[config.mk]
export PLATFORM = sky130hd
export DESIGN_NAME = sps_sequencer
export DESIGN_NICKNAME = d
export VERILOG_FILES = /design/src/design/sps_sync.v /design/src/design/sps_sequencer.v
export VERILOG_INCLUDE_DIRS = /design/src /design/src/design
export SDC_FILE = /design/constraint.sdc
export NUM_CORES = 1
export LEC_CHECK = 0
export BUFFER_PORTS_ARGS = -buffer_cell sky130_fd_sc_hd__buf_2
export CORE_MARGIN = 2
export CORE_UTILIZATION = 48
export DETAILED_ROUTE_END_ITERATION = 7
export PLACE_DENSITY = 0.73
export SLEW_MARGIN = 20
export SYNTH_ARGS = -nofsm -noshare
export SYNTH_HDL_FRONTEND = slang
export SYNTH_SLANG_ARGS = --single-unit
[constraint.sdc]
create_clock -name i_clk -period 3.1 [get_ports i_clk]
set_input_delay 0.31 -clock i_clk [delete_from_list [all_inputs] [get_ports i_clk]]
set_output_delay 0.31 -clock i_clk [all_outputs]
set_load 0.02 [all_outputs]
[src/design/sps_map.vh]
// register map, field positions, reset values and timing constants of the phase sequencer
`ifndef SPS_MAP_VH
`define SPS_MAP_VH
// register byte addresses
`define SPS_ADDR_CTRL 4'h0
`define SPS_ADDR_STATUS 4'h4
`define SPS_ADDR_IRQ_STAT 4'h8
`define SPS_ADDR_IRQ_MASK 4'hC
// control fields
`define SPS_CTRL_HALF_BIT 0
`define SPS_CTRL_DIR_BIT 1
`define SPS_CTRL_RST_BIT 2
`define SPS_CTRL_RESET 3'h3
// event bits in irq status and mask
`define SPS_EV_STEP 0
`define SPS_EV_FAULT 1
`define SPS_EV_RESUME 2
`define SPS_EV_W 3
// home state index, states counted 0..7 for printed 1..8
`define SPS_HOME_STATE 3'h0
// timing
`define SPS_CLK_HZ 25000000
`define SPS_OFF_TIME_US 400
`define SPS_OFF_CYCLES ((`SPS_OFF_TIME_US * (`SPS_CLK_HZ / 1000000)))
`endif

[src/design/sps_sync.v]
// three-stage input synchroniser with second/third agreement
`timescale 1ns/100ps
`default_nettype none
module sps_sync #(
   parameter WIDTH = 1
) (
   input wire i_clk,
   input wire i_rst_n,
   input wire [WIDTH-1:0] i_async,
   output reg [WIDTH-1:0] o_sync
);
   reg [WIDTH-1:0] stage1;
   reg [WIDTH-1:0] stage2;
   reg [WIDTH-1:0] stage3;
   genvar g;
   always @(posedge i_clk) begin
      if (!i_rst_n) begin
         stage1 <= {WIDTH{1'b0}};
         stage2 <= {WIDTH{1'b0}};
         stage3 <= {WIDTH{1'b0}};
      end else begin
         stage1 <= i_async;
         stage2 <= stage1;
         stage3 <= stage2;
      end
   end
   // a bit changes only once two late stages agree, filtering a single-cycle glitch
   generate
      for (g = 0; g < WIDTH; g = g + 1) begin : g_agree
         always @(posedge i_clk) begin
            if (!i_rst_n) begin
               o_sync[g] <= 1'b0;
            end else if (stage2[g] == stage3[g]) begin
               o_sync[g] <= stage3[g];
            end
         end
      end
   endgenerate
endmodule // sps_sync
`default_nettype wire

[src/design/sps_sequencer.v]
// two-phase stepper phase sequencer with overcurrent off-time and register port
`timescale 1ns/100ps
`default_nettype none
`include "sps_map.vh"

// Summary of operation
// - the state advances on each rising step-clock edge and never on a falling one.
// - reset, at power-up or from the reset input, puts the sequencer in home state 1.
// - a high step-size select gives half step mode over all eight states.
// - half step moves one state per edge, up 1..8 for direction high, down 1,8,7..2 for low, wrapping.
// - direction high means clockwise ascending, low means counterclockwise descending.
// - step-size select low in an odd state gives normal full step drive.
// - normal drive steps by two through 1,3,5,7 up or 1,7,5,3 down.
// - normal drive energises both phases in every state, wave drive exactly one.
// - step-size select low in an even state gives wave full step drive.
// - wave drive steps by two through 2,4,6,8 up or 8,6,4,2 down.
// - one half-step pulse from home goes to state 2 for direction high, to state 8 for low.
// - phase polarity and enable of both bridges are decoded from the current state.
// - an overcurrent detection flags a fault and forces the bridge enable low, both bridges off.
// - after a fault the bridges stay off for about 400 us, then resume by themselves.
module sps_sequencer #(
   parameter OFF_CYCLES = `SPS_OFF_CYCLES
) (
   input wire i_clk,
   input wire i_rst_n,
   input wire i_step_clock,
   input wire i_rotation_direction,
   input wire i_half_step,
   input wire i_seq_reset_n,
   input wire i_overcurrent_detector,
   input wire [3:0] i_addr,
   input wire [31:0] i_wdata,
   input wire i_wr,
   input wire i_rd,
   output reg [31:0] o_rdata,
   output reg o_phase_a,
   output reg o_enable_a,
   output reg o_phase_b,
   output reg o_enable_b,
   output reg o_bridge_enable,
   output reg o_fault,
   output wire o_irq
);
   //------------------------------------------------------------
   // pin synchronisers
   //------------------------------------------------------------
   wire [4:0] pins_sync;
   wire step_s;
   wire dir_pin;
   wire half_pin;
   wire rst_pin_n;
   wire ocp_s;
   sps_sync #(
      .WIDTH(5)
   ) u_sync (
      .i_clk(i_clk),
      .i_rst_n(i_rst_n),
      .i_async({i_overcurrent_detector, i_seq_reset_n, i_half_step, i_rotation_direction, i_step_clock}),
      .o_sync(pins_sync)
   );
   assign step_s = pins_sync[0];
   assign dir_pin = pins_sync[1];
   assign half_pin = pins_sync[2];
   // synchroniser resets to zero, so the pin reset holds the sequencer at home until it settles
   assign rst_pin_n = pins_sync[3];
   assign ocp_s = pins_sync[4];

   //------------------------------------------------------------
   // registers
   //------------------------------------------------------------
   reg [2:0] ctrl;
   reg [2:0] irq_stat;
   reg [2:0] irq_mask;
   reg step_prev;
   reg [2:0] state;
   reg [2:0] next_state;
   // a full-width count lets the off time be set for any clock rate
   reg [31:0] off_count;
   reg ocp_prev;

   wire use_reg_mode;
   wire half_sel;
   wire dir_sel;
   wire seq_clear;
   wire step_rise;
   wire fault_start;
   wire fault_end;
   wire wr_irq_stat;
   wire wr_ctrl;
   wire wr_irq_mask;

   // ctrl bit 2 hands half/direction over to software; pins rule otherwise
   assign use_reg_mode = ctrl[`SPS_CTRL_RST_BIT];
   assign half_sel = use_reg_mode ? ctrl[`SPS_CTRL_HALF_BIT] : half_pin;
   assign dir_sel = use_reg_mode ? ctrl[`SPS_CTRL_DIR_BIT] : dir_pin;
   assign seq_clear = !rst_pin_n;
   assign step_rise = step_s && !step_prev;
   assign fault_start = ocp_s && !ocp_prev && !o_fault;
   assign fault_end = o_fault && (off_count == 32'h00000001);
   assign wr_irq_stat = i_wr && (i_addr == `SPS_ADDR_IRQ_STAT);
   // unmapped addresses fall through: writes vanish and reads give zero
   assign wr_ctrl = i_wr && (i_addr == `SPS_ADDR_CTRL);
   assign wr_irq_mask = i_wr && (i_addr == `SPS_ADDR_IRQ_MASK);

   //------------------------------------------------------------
   // state sequence
   //------------------------------------------------------------
   always @* begin
      next_state = state;
      // three-bit arithmetic wraps the last state back to home for free
      if (half_sel) begin
         // half step: one state per edge
         next_state = dir_sel ? state + 3'h1 : state - 3'h1;
      end else begin
         // full step: two per edge keeps parity, so odd stays normal and even stays wave
         next_state = dir_sel ? state + 3'h2 : state - 3'h2;
      end
   end

   always @(posedge i_clk) begin
      if (!i_rst_n) begin
         state <= `SPS_HOME_STATE;
         step_prev <= 1'b1;
      end else begin
         // held high through a pin reset so a step pin idling high gives no false edge after it
         step_prev <= seq_clear ? 1'b1 : step_s;
         if (seq_clear) begin
            state <= `SPS_HOME_STATE;
         end else if (step_rise) begin
            state <= next_state;
         end
      end
   end

   //------------------------------------------------------------
   // bridge decode
   //------------------------------------------------------------
   // states index 0..7 = printed 1..8; odd printed states have both phases on
   reg next_phase_a;
   reg next_enable_a;
   reg next_phase_b;
   reg next_enable_b;

   always @* begin
      next_phase_a = 1'b1;
      next_enable_a = 1'b1;
      next_phase_b = 1'b1;
      next_enable_b = 1'b1;
      case (state)
         3'h0: begin
            next_phase_a = 1'b1;
            next_enable_a = 1'b1;
            next_phase_b = 1'b1;
            next_enable_b = 1'b1;
         end
         3'h1: begin
            next_phase_a = 1'b1;
            next_enable_a = 1'b0;
            next_phase_b = 1'b1;
            next_enable_b = 1'b1;
         end
         3'h2: begin
            next_phase_a = 1'b0;
            next_enable_a = 1'b1;
            next_phase_b = 1'b1;
            next_enable_b = 1'b1;
         end
         3'h3: begin
            next_phase_a = 1'b0;
            next_enable_a = 1'b1;
            next_phase_b = 1'b1;
            next_enable_b = 1'b0;
         end
         3'h4: begin
            next_phase_a = 1'b0;
            next_enable_a = 1'b1;
            next_phase_b = 1'b0;
            next_enable_b = 1'b1;
         end
         3'h5: begin
            next_phase_a = 1'b0;
            next_enable_a = 1'b0;
            next_phase_b = 1'b0;
            next_enable_b = 1'b1;
         end
         3'h6: begin
            next_phase_a = 1'b1;
            next_enable_a = 1'b1;
            next_phase_b = 1'b0;
            next_enable_b = 1'b1;
         end
         3'h7: begin
            next_phase_a = 1'b1;
            next_enable_a = 1'b1;
            next_phase_b = 1'b0;
            next_enable_b = 1'b0;
         end
         default: begin
            next_phase_a = 1'b1;
            next_enable_a = 1'b1;
            next_phase_b = 1'b1;
            next_enable_b = 1'b1;
         end
      endcase
   end

   // registered so the bridge controls never glitch while the state bits change together
   always @(posedge i_clk) begin
      if (!i_rst_n) begin
         o_phase_a <= 1'b1;
         o_enable_a <= 1'b1;
         o_phase_b <= 1'b1;
         o_enable_b <= 1'b1;
      end else begin
         o_phase_a <= next_phase_a;
         o_enable_a <= next_enable_a;
         o_phase_b <= next_phase_b;
         o_enable_b <= next_enable_b;
      end
   end

   //------------------------------------------------------------
   // overcurrent off time
   //------------------------------------------------------------
   // the count restarts only on a new detection after recovery; a held fault needs a fresh rising edge to retrigger
   always @(posedge i_clk) begin
      if (!i_rst_n) begin
         o_fault <= 1'b0;
         o_bridge_enable <= 1'b1;
         off_count <= 32'h00000000;
         ocp_prev <= 1'b0;
      end else begin
         ocp_prev <= ocp_s;
         if (fault_start) begin
            o_fault <= 1'b1;
            o_bridge_enable <= 1'b0;
            off_count <= OFF_CYCLES;
         end else if (fault_end) begin
            o_fault <= 1'b0;
            o_bridge_enable <= 1'b1;
            off_count <= 32'h00000000;
         end else if (o_fault) begin
            off_count <= off_count - 32'h00000001;
         end
      end
   end

   //------------------------------------------------------------
   // register port and interrupt
   //------------------------------------------------------------
   wire [2:0] events;
   reg [2:0] next_irq_stat;
   reg [31:0] next_rdata;
   assign events = {fault_end, fault_start, step_rise && !seq_clear};

   // a new event wins over a write-one clear in the same cycle
   always @* begin
      next_irq_stat = irq_stat;
      if (wr_irq_stat) begin
         next_irq_stat = irq_stat & ~i_wdata[2:0];
      end
      next_irq_stat = next_irq_stat | events;
   end

   // read data live for one cycle only and are zero otherwise
   always @* begin
      next_rdata = 32'h00000000;
      if (i_rd) begin
         case (i_addr)
            `SPS_ADDR_CTRL: next_rdata = {29'h00000000, ctrl};
            `SPS_ADDR_STATUS: next_rdata = {24'h000000, half_sel, dir_sel, o_bridge_enable, o_fault, 1'b0, state};
            `SPS_ADDR_IRQ_STAT: next_rdata = {29'h00000000, irq_stat};
            `SPS_ADDR_IRQ_MASK: next_rdata = {29'h00000000, irq_mask};
            default: next_rdata = 32'h00000000;
         endcase
      end
   end

   always @(posedge i_clk) begin
      if (!i_rst_n) begin
         ctrl <= `SPS_CTRL_RESET;
         irq_mask <= 3'h0;
         irq_stat <= 3'h0;
         o_rdata <= 32'h00000000;
      end else begin
         if (wr_ctrl) begin
            ctrl <= i_wdata[2:0];
         end
         if (wr_irq_mask) begin
            irq_mask <= i_wdata[2:0];
         end
         irq_stat <= next_irq_stat;
         o_rdata <= next_rdata;
      end
   end

   // level interrupt: stays up until software clears every unmasked event
   assign o_irq = |(irq_stat & irq_mask);
endmodule // sps_sequencer
`default_nettype wire

==> Word-level counts from Yosys, hierarchy flattened <==
Memories as Yosys holds them, arrays and structs flattened. A register that Yosys moved wholly into a read port is not among the register bits.
Cells that the tools add are included.
{ "totals": {"wordCells": 72, "output_inout_bits": 39, "memories": 1, "inputBits": 45, "romBits": 32, "ff_bits": 100} }
{ "op_classes": {"eq_ne": 9, "bitwise": 5, "reduce_logical": 19, "muxes": 14, "n_addsub": 5} }
{ "memory_table": {"columns": ["name", "depth", "width", "rd", "rd_ports_with_merged_regs", "write_ports", "line_no", "text"], "rows": [
  ["(no name shown)", 8, 4, 1, 1, 0, "sps_sequencer.v:149", "case (state)"]
]} }
{ "op_table": {"columns": ["cell", "count"], "rows": [
  ["14-bit 2-to-1 mux", 3],
  ["32-bit by 1-bit == test with 1-bit output (second input constant)", 1],
  ["8-bit one-hot mux with 4 select lines", 1],
  ["32-bit by 1-bit subtractor with 32-bit output (second input constant)", 1],
  ["3-bit 2-to-1 mux", 4],
  ["4-bit == test (second input constant)", 2],
  ["1-bit logical AND", 8],
  ["3-bit bitwise AND", 2],
  ["1-bit 2-to-1 mux", 6],
  ["3-bit OR reduction", 2],
  ["1-bit == test", 5],
  ["4-bit by 3-bit == test with 1-bit output (second input constant)", 1],
  ["1-bit logical NOT", 4],
  ["4-bit logical NOT", 1],
  ["2-bit AND reduction", 2],
  ["3-bit by 1-bit adder with 3-bit output (second input constant)", 1],
  ["3-bit by 2-bit adder with 3-bit output (second input constant)", 1],
  ["3-bit NOT", 1],
  ["3-bit bitwise OR", 1],
  ["3-bit nonzero test", 1],
  ["3-bit by 1-bit subtractor with 3-bit output (second input constant)", 1],
  ["3-bit by 2-bit subtractor with 3-bit output (second input constant)", 1],
  ["2-bit nonzero test", 1],
  ["1-bit NOT", 1]
]} }

==> Depth between registers and ports, before layout <==
Gate-level depths: netlist of run 1.
{ "depth": {"word_depth": 4, "depth_mapped": 9, "depth_no_buf": 7} }

==> Cells and area by module <==
From an unflattened synthesis of run 1, not the netlist that was laid out.
{ "hier_totals": {"hier_cells": 370, "area_unflattened_um2": 3497.1} }
{ "by_module_without_submodules": {"columns": ["mod", "instances", "area_per_inst_um2", "cells_per_inst", "seq_area_each_um2"], "rows": [
  ["sps_sequencer", 1, 2890.3, 318, 1181.1],
  ["sps_sync", 1, 606.8, 52, 400.4]
]} }

==> Worst setup path before layout of run 1 <==
No wires, ideal clock.
{ "synth_timing": {"kind": "register to register", "startpoint": "reg off_count[10]", "endpoint": "reg off_count[24]", "path_buffers": 0, "required_time_ps": 3014, "stages_incl_launch_ff": 6, "arrival_ps": 2161, "setup_time_ps": 86, "slack_ps": 853, "period_less_slack_ps": 2247, "cell_sequence": "dfxtp_1 or4_4 or3_4 or2_0 or4_1 a211oi_1"} }
{ "synth_between": {"elab_chain_cells": 3, "elab_cells_between_ends": 4, "cone_classes": "add/sub (1); eq/ne (1); reduce/logical (2)"} }
{ "synth_lines": {"columns": ["item", "line_no", "text"], "rows": [
  ["start: declaration", "sps_sequencer.v:78", "reg [31:0] off_count;"],
  ["start signal: assignment", "sps_sequencer.v:243", "off_count <= off_count - 32'h00000001;"],
  ["parallel branches: the longest is 3 deep, another holds 32-bit by 1-bit subtractor with 32-bit output", null, null]
]} }
Several ways; the timed one is not identified.
A chain may end at the register's enable or synchronous reset.

==> Worst setup path in the final report of run 1 <==
{ "layout_timing": {"startpoint": "reg off_count[10]", "endpoint": "reg off_count[1]"} }
{ "layout_between": {"elab_chain_cells": 3} }
{ "layout_lines": {"columns": ["item", "line_no", "text"], "rows": [
  ["32-bit by 1-bit == test with 1-bit output", "sps_sequencer.v:99", "assign fault_end = o_fault && (off_count == 32'h00000001);"],
  ["1-bit logical AND", "sps_sequencer.v:99", null],
  ["3-bit OR reduction (no line)", null, null]
]} }
Every way passes these cells.

==> flow_metrics.py, run 1 <==
metrics = {
    "outcome": {
        "status": "finished, final reports clean",
    },
    "critical_path": {
        "cp.arrival_ns": 2.70,
        "r2r_end": "off_count[1]",
        "endpoint_kind": "register",
        "critPathLaunch": "off_count[10]",
        "start_kind": "register",
        "path_class": "register to register",
        "cp_max_fo": 26,
        "r2r_cells": 6,
        "max_stage_delay_ns": 0.56,
        "regToRegStartpoint": "off_count[10]",
        "critPathBufInv": 1,
        "cp_cell_sequence": "or4_4 -> or3_4 -> nor4_4 -> or3_1 -> buf_4 -> a211oi_1",
        "cp_top_family": "simple AND/OR/NAND/NOR gates",
        "cp_slowest_cell": "or4_4",
        "cp_num_cells": 6,
        "required_ns": 3.31,
        "critPathCapture": "off_count[1]",
        "r2r_slack_ns": 0.62,
    },
    "die": {
        "io_pins": 84,
        "dieArea_um2": 7750,
        "die_w_um": 88.1,
        "initial_utilization_pct": 49.6,
        "coreArea_um2": 6830,
        "row_count": 30,
        "die_h_um": 88.1,
    },
    "place": {
        "routabilityCongestion": 0.845,
        "pre_cts_slack_ns": 0.596,
        "hpwl_um": 4060,
        "numPortBuffers": 29,
        "place_area_um2": 3550,
        "placed_cells": 483,
    },
    "sta": {
        "fmax_mhz": 402,
        "slew_headroom_pct": 39.5,
        "setup_violations": 0,
        "finalHoldViolations": 0,
        "maxSlewViolCount": 0,
        "setup_tns_ns": 0,
        "grt_setup_unrepaired": "false",
        "tightest_slew_ns": 0.900,
        "clock-skew-final_ns": 0.0108,
        "holdWs_ns": 0.151,
        "period_share_pct": 80.2,
        "period_needed_ns": 2.48,
        "fin_ws_ns": 0.615,
    },
    "yosys": {
        "yosys_most_used_dff": "dfxtp_1",
        "ys_seq_elements": 79,
        "synth_edf_count": 0,
        "synthCells": 365,
        "yosys_warnings": 0,
        "async_reset_ff_share_pct": 0,
        "yosys.cell_types.count": 44,
        "synth.avg_cell_area_um2": 9.29,
        "syn_area_um2": 3390,
        "ys_seq_area_share_pct": 46.6,
    },
    "detailed_routing": {
        "antenna_left": 0,
        "via_per_inst": 4.97,
        "drt-total-wl_um": 5910,
        "vias": 2478,
        "wl_per_cell_um": 11.8,
        "dr.pass1.iters": 4,
        "drcViolationCount": 0,
        "drtIter0Drc": 108,
    },
    "clock_network": {
        "cts_num_sinks": 79,
        "ctsResizeCount": 0,
        "clock_latency_ns": 0.36,
        "cts_hold_repair.buffers": 0,
        "cts_tree": "built",
        "cts_made_buffers": 9,
        "clk_pin_slew_worst_paths_ns": 0.09,
        "cts_setup_buffers": 0,
        "htreeDepth": 3,
        "cts.path.max_buffers": 2,
        "root_buffer": "clkbuf_8",
    },
    "grt": {
        "antenna_found_initial": 0,
        "grt_pass1_wl_um": 9720,
        "grt_max_degree": 27,
        "grt_overflow": 0,
        "grt_pass1_vias": 2168,
        "grt_usage_pct": 16.1,
    },
    "final_layout": {
        "antenna_cells": 0,
        "layout_commonest_cell": "dfxtp_1",
        "area_growth_syn_to_layout_pct": 10.3,
        "drive_gt1_share_pct": 15.6,
        "stdcell_area_um2": 3740,
        "final_cell_mix": "dfxtp_1, nor2_1, buf_2",
        "fin_cells": 499,
        "final_util_pct": 54.8,
        "nNetsFinal": 446,
        "num-fill-cells": 648,
    },
    "power_and_ir_drop": {
        "peakVddDrop_uv": 242,
        "powerDensity_nw_per_um2": 506,
        "leakage_nw": 1.47,
        "total_power_mw": 1.89,
    },
    "flow_run": {
        "drv_cap": 0,
    },
    "hold_path": {
        "hp-class": "input pin to register",
    },
}
==> final cells by class <==
| class | instances | area, um2 | area share (%) |
|---|---|---|---|
| sequential | 79 | 1580 | 42.3 |
| timing repair buffer | 34 | 183 | 4.88 |
| clock buffer | 10 | 128 | 3.41 |
| tap | 96 | 120 | 3.21 |
| clock inverter | 6 | 67.6 | 1.81 |
| inverter | 8 | 30.0 | 0.803 |
| multi-input combinational | 266 | 1630 | 43.6 |
==> cells by family (layout without fill, tap and decap cells) <==
kind of cell	count (synthesis)	count (layout)	synth area share, %
xor gates and xnor gates	26	26	6.72
AOI/OAI and AO/OA	40	40	6.68
adders and majority gates	3	3	1.33
DFF	79	79	46.6
and+or+nand+nor	160	160	26.0
buffers and inverters	44	58	7.90
other	1	25	0.111
muxes	12	12	4.65
==> report_power, final <==
part	leakage [nW]	total (mW)	switching, mW	internal [mW]
Clock	0.0933	0.757	0.381	0.376
Sequential	0.639	1.03	0.00688	1.03
Combinational	0.733	0.103	0.0713	0.0322
==> worst min-delay path by stage <==
stage,start,end,slack [ns],depth (start not counted)
floorplan,state[2],o_phase_b,0.40,1
global placement,u_sync.stage1[4],u_sync.stage2[4],0.41,1
detailed placement,u_sync.stage1[0],u_sync.stage2[0],0.42,1
CTS,i_seq_reset_n,u_sync.stage1[3],0.14,2
global route,i_step_clock,u_sync.stage1[0],0.15,2
finish,i_seq_reset_n,u_sync.stage1[3],0.15,2
==> layer usage <==
metal | share of wire, % | routed length, um | track usage (%)
met1 | 48 | 2870 | 21.7
met2 | 45 | 2630 | 24.3
met3 | 5.1 | 303 | 3.77
met4 | 1.9 | 110 | 8.13
met5 | 0 | 0 | 0
==> synth_stat cells (2+ instances only) <==
cell | instances | share of area, %
a211oi_1 | 4 | 0.89
a21oi_1 | 18 | 2.7
a31oi_1 | 2 | 0.37
and2_1 | 19 | 3.5
buf_1 | 2 | 0.22
buf_4 | 27 | 6.0
clkbuf_1 | 6 | 0.66
dfxtp_1 | 79 | 47
ha_1 | 2 | 0.74
inv_1 | 8 | 0.89
mux2i_1 | 9 | 2.7
mux4_2 | 3 | 2.0
nand2_1 | 19 | 2.1
nand2b_1 | 3 | 0.55
nand3_1 | 13 | 1.9
nand3b_1 | 3 | 0.66
nand4_1 | 7 | 1.3
nand4b_1 | 4 | 1.0
nor2_1 | 47 | 5.2
nor2b_1 | 8 | 1.5
nor3_1 | 9 | 1.3
nor3b_1 | 2 | 0.44
nor4_1 | 5 | 0.92
o21ai_0 | 12 | 1.8
o31ai_1 | 2 | 0.44
or3_1 | 5 | 0.92
or3b_2 | 3 | 0.78
or4_1 | 3 | 0.66
or4_4 | 2 | 0.66
xnor2_1 | 7 | 1.8
xor2_1 | 19 | 4.9
==> registers in the layout (all words and copies together) (netlist names) <==
signal and cells:
ctrl 3, irq_mask 3, irq_stat 3, o_bridge_enable 1
o_enable_a 1, o_enable_b 1, o_fault 1, o_phase_a 1
o_phase_b 1, o_rdata 7, ocp_prev 1, off_count 32
state 3, step_prev 1, u_sync.o_sync 5, u_sync.stage1 5
u_sync.stage2 5, u_sync.stage3 5
No activity file was read; power rests on OpenSTA's default activity.
==> run 2: changes to the inputs <==
clock period = 2.55 ns   (was 3.1 ns; I/O delays follow)
==> flow_metrics.py, run 2 (synthesis results as in run 1) <==
metrics = {
    "critical_path": {
        "r2r_end": "off_count[24]",
        "r2r_cells": 5,
        "cp_max_fo": 4,
        "critPathBufInv": 0,
        "regToRegStartpoint": "off_count[11]",
        "r2r_slack_ns": 0.19,
        "cp_top_family": "simple AND/OR/NAND/NOR gates",
        "start_kind": "register",
        "path_class": "register to register",
        "cp_cell_sequence": "or4_4 -> or3_4 -> or2_0 -> or4_1 -> a211oi_1",
        "cp_slowest_cell": "or4_4",
        "required_ns": 2.82,
        "max_stage_delay_ns": 0.55,
        "endpoint_kind": "register",
        "cp.arrival_ns": 2.63,
    },
    "grt": {
        "grt_max_degree": 27,
        "grt_pass1_vias": 2361,
        "grt_pass1_wl_um": 10600,
        "grt_usage_pct": 17.7,
        "grt_overflow": 0,
        "antenna_found_initial": 0,
    },
    "hold_path": {
        "holdPathEnd": "u_sync.stage1[0]",
        "min_delay_path_depth": 2,
        "hp-class": "input pin to register",
        "min_from": "i_step_clock",
    },
    "clock_network": {
        "cts_setup_buffers": 0,
        "cts_tree": "built",
        "clock_latency_ns": 0.35,
        "cts_made_buffers": 9,
        "cts_num_sinks": 79,
        "clk_pin_slew_worst_paths_ns": 0.09,
        "htreeDepth": 3,
        "cts_hold_repair.buffers": 0,
        "ctsResizeCount": 0,
        "root_buffer": "clkbuf_8",
        "cts.path.max_buffers": 2,
    },
    "detailed_routing": {
        "drt-total-wl_um": 6270,
        "antenna_left": 0,
        "wl_per_cell_um": 12.4,
        "dr.pass1.iters": 4,
        "drtIter0Drc": 103,
        "via_per_inst": 5.02,
        "vias": 2531,
        "drcViolationCount": 0,
    },
    "sta": {
        "setup_violations": 0,
        "grt_setup_unrepaired": "false",
        "period_needed_ns": 2.36,
        "fmax_mhz": 424,
        "slew_headroom_pct": 58.8,
        "finalHoldViolations": 0,
        "setup_tns_ns": 0,
        "maxSlewViolCount": 0,
        "tightest_slew_ns": 0.613,
        "period_share_pct": 92.4,
        "clock-skew-final_ns": 0.00645,
    },
    "die": {
        "row_count": 30,
        "die_w_um": 88.1,
        "io_pins": 84,
        "die_h_um": 88.1,
        "initial_utilization_pct": 49.6,
        "dieArea_um2": 7750,
        "coreArea_um2": 6830,
    },
    "power_and_ir_drop": {
        "powerDensity_nw_per_um2": 603,
        "peakVddDrop_uv": 269,
        "leakage_nw": 1.50,
    },
    "final_layout": {
        "area_growth_syn_to_layout_pct": 11.4,
        "reg_top3": "off_count (32), o_rdata (7)",
        "final_util_pct": 55.3,
        "final_cell_mix": "dfxtp_1, nor2_1, buf_2",
        "nNetsFinal": 451,
        "layout_commonest_cell": "dfxtp_1",
        "antenna_cells": 0,
        "drive_gt1_share_pct": 16.9,
        "largest_reg_flops": 32,
        "largest_register": "off_count",
        "fin_cells": 504,
    },
    "place": {
        "numPortBuffers": 29,
        "placed_cells": 488,
        "hpwl_um": 4420,
        "routabilityCongestion": 0.865,
    },
    "outcome": {
        "status": "finished, final reports clean",
    },
    "flow_run": {
        "drv_cap": 0,
    },
}
-- run 2: cell count changes in the layout (fill, tap and decap cells not counted), sizes merged --
cell / delta
buf: +5
clkbuf: -1
clkinvlp: -2
clkinv: +1
bufinv: -1
inv: +3
-- run 2: worst max-delay path by stage --
stage	start	to	slack, ns	cells past startpoint
6_report	off_count[11]	off_count[24]	0.19	5
4_1_cts	off_count[11]	off_count[24]	0.18	5
2_1_floorplan	off_count[10]	off_count[24]	0.30	5
5_1_grt	off_count[11]	off_count[24]	0.12	5
3_5_place_dp	off_count[11]	off_count[24]	0.22	5
3_3_place_gp	off_count[11]	off_count[24]	0.28	5
-- run 2: metal layers --
layer | GRT usage [%] | vias to the layer above | share of wire [%]
li1 | - | 1279 | -
met4 | 9.09 | 0 | 1.8
met1 | 22.6 | 1171 | 48
met5 | 0 | - | 0
met2 | 28.7 | 73 | 46
met3 | 3.20 | 8 | 4.6
-- run 2: metrics by stage --
stage	worst slack, ns	cell area [um2]	power, mW	hold slack (ns)
after CTS	0.182	3780	2.30	0.0791
after global routing	0.117	3780	2.37	0.0769
after detailed placement	0.217	3580	1.41	0.419
after global placement	0.276	3580	1.41	0.417
after floorplan	0.303	3480	1.41	0.382
final	0.194	3780	2.28	0.0966
-- run 2: final cells by class --
cell class	instances	area, um2
clock buffer	9	124
timing repair buffer	39	220
sequential	79	1580
inverter	8	30.0
clock inverter	7	71.3
multi-input combinational	266	1630
tap	96	120
fill	632	3050
-- run 2: report_power, final --
| part | total [mW] | switching, mW | leakage [nW] | internal (mW) |
|---|---|---|---|---|
| clock | 0.895 | 0.511 | 0.0999 | 0.384 |
| combinational | 0.130 | 0.0879 | 0.759 | 0.0419 |
| sequential | 1.26 | 0.00813 | 0.639 | 1.25 |
-- run 2: worst reg2reg max path: cells and delay by family, from the launching register on --
kind	cells	cell delay, ns
simple gates	4	1.69
compound gates	1	0.23
flops	1	0.36
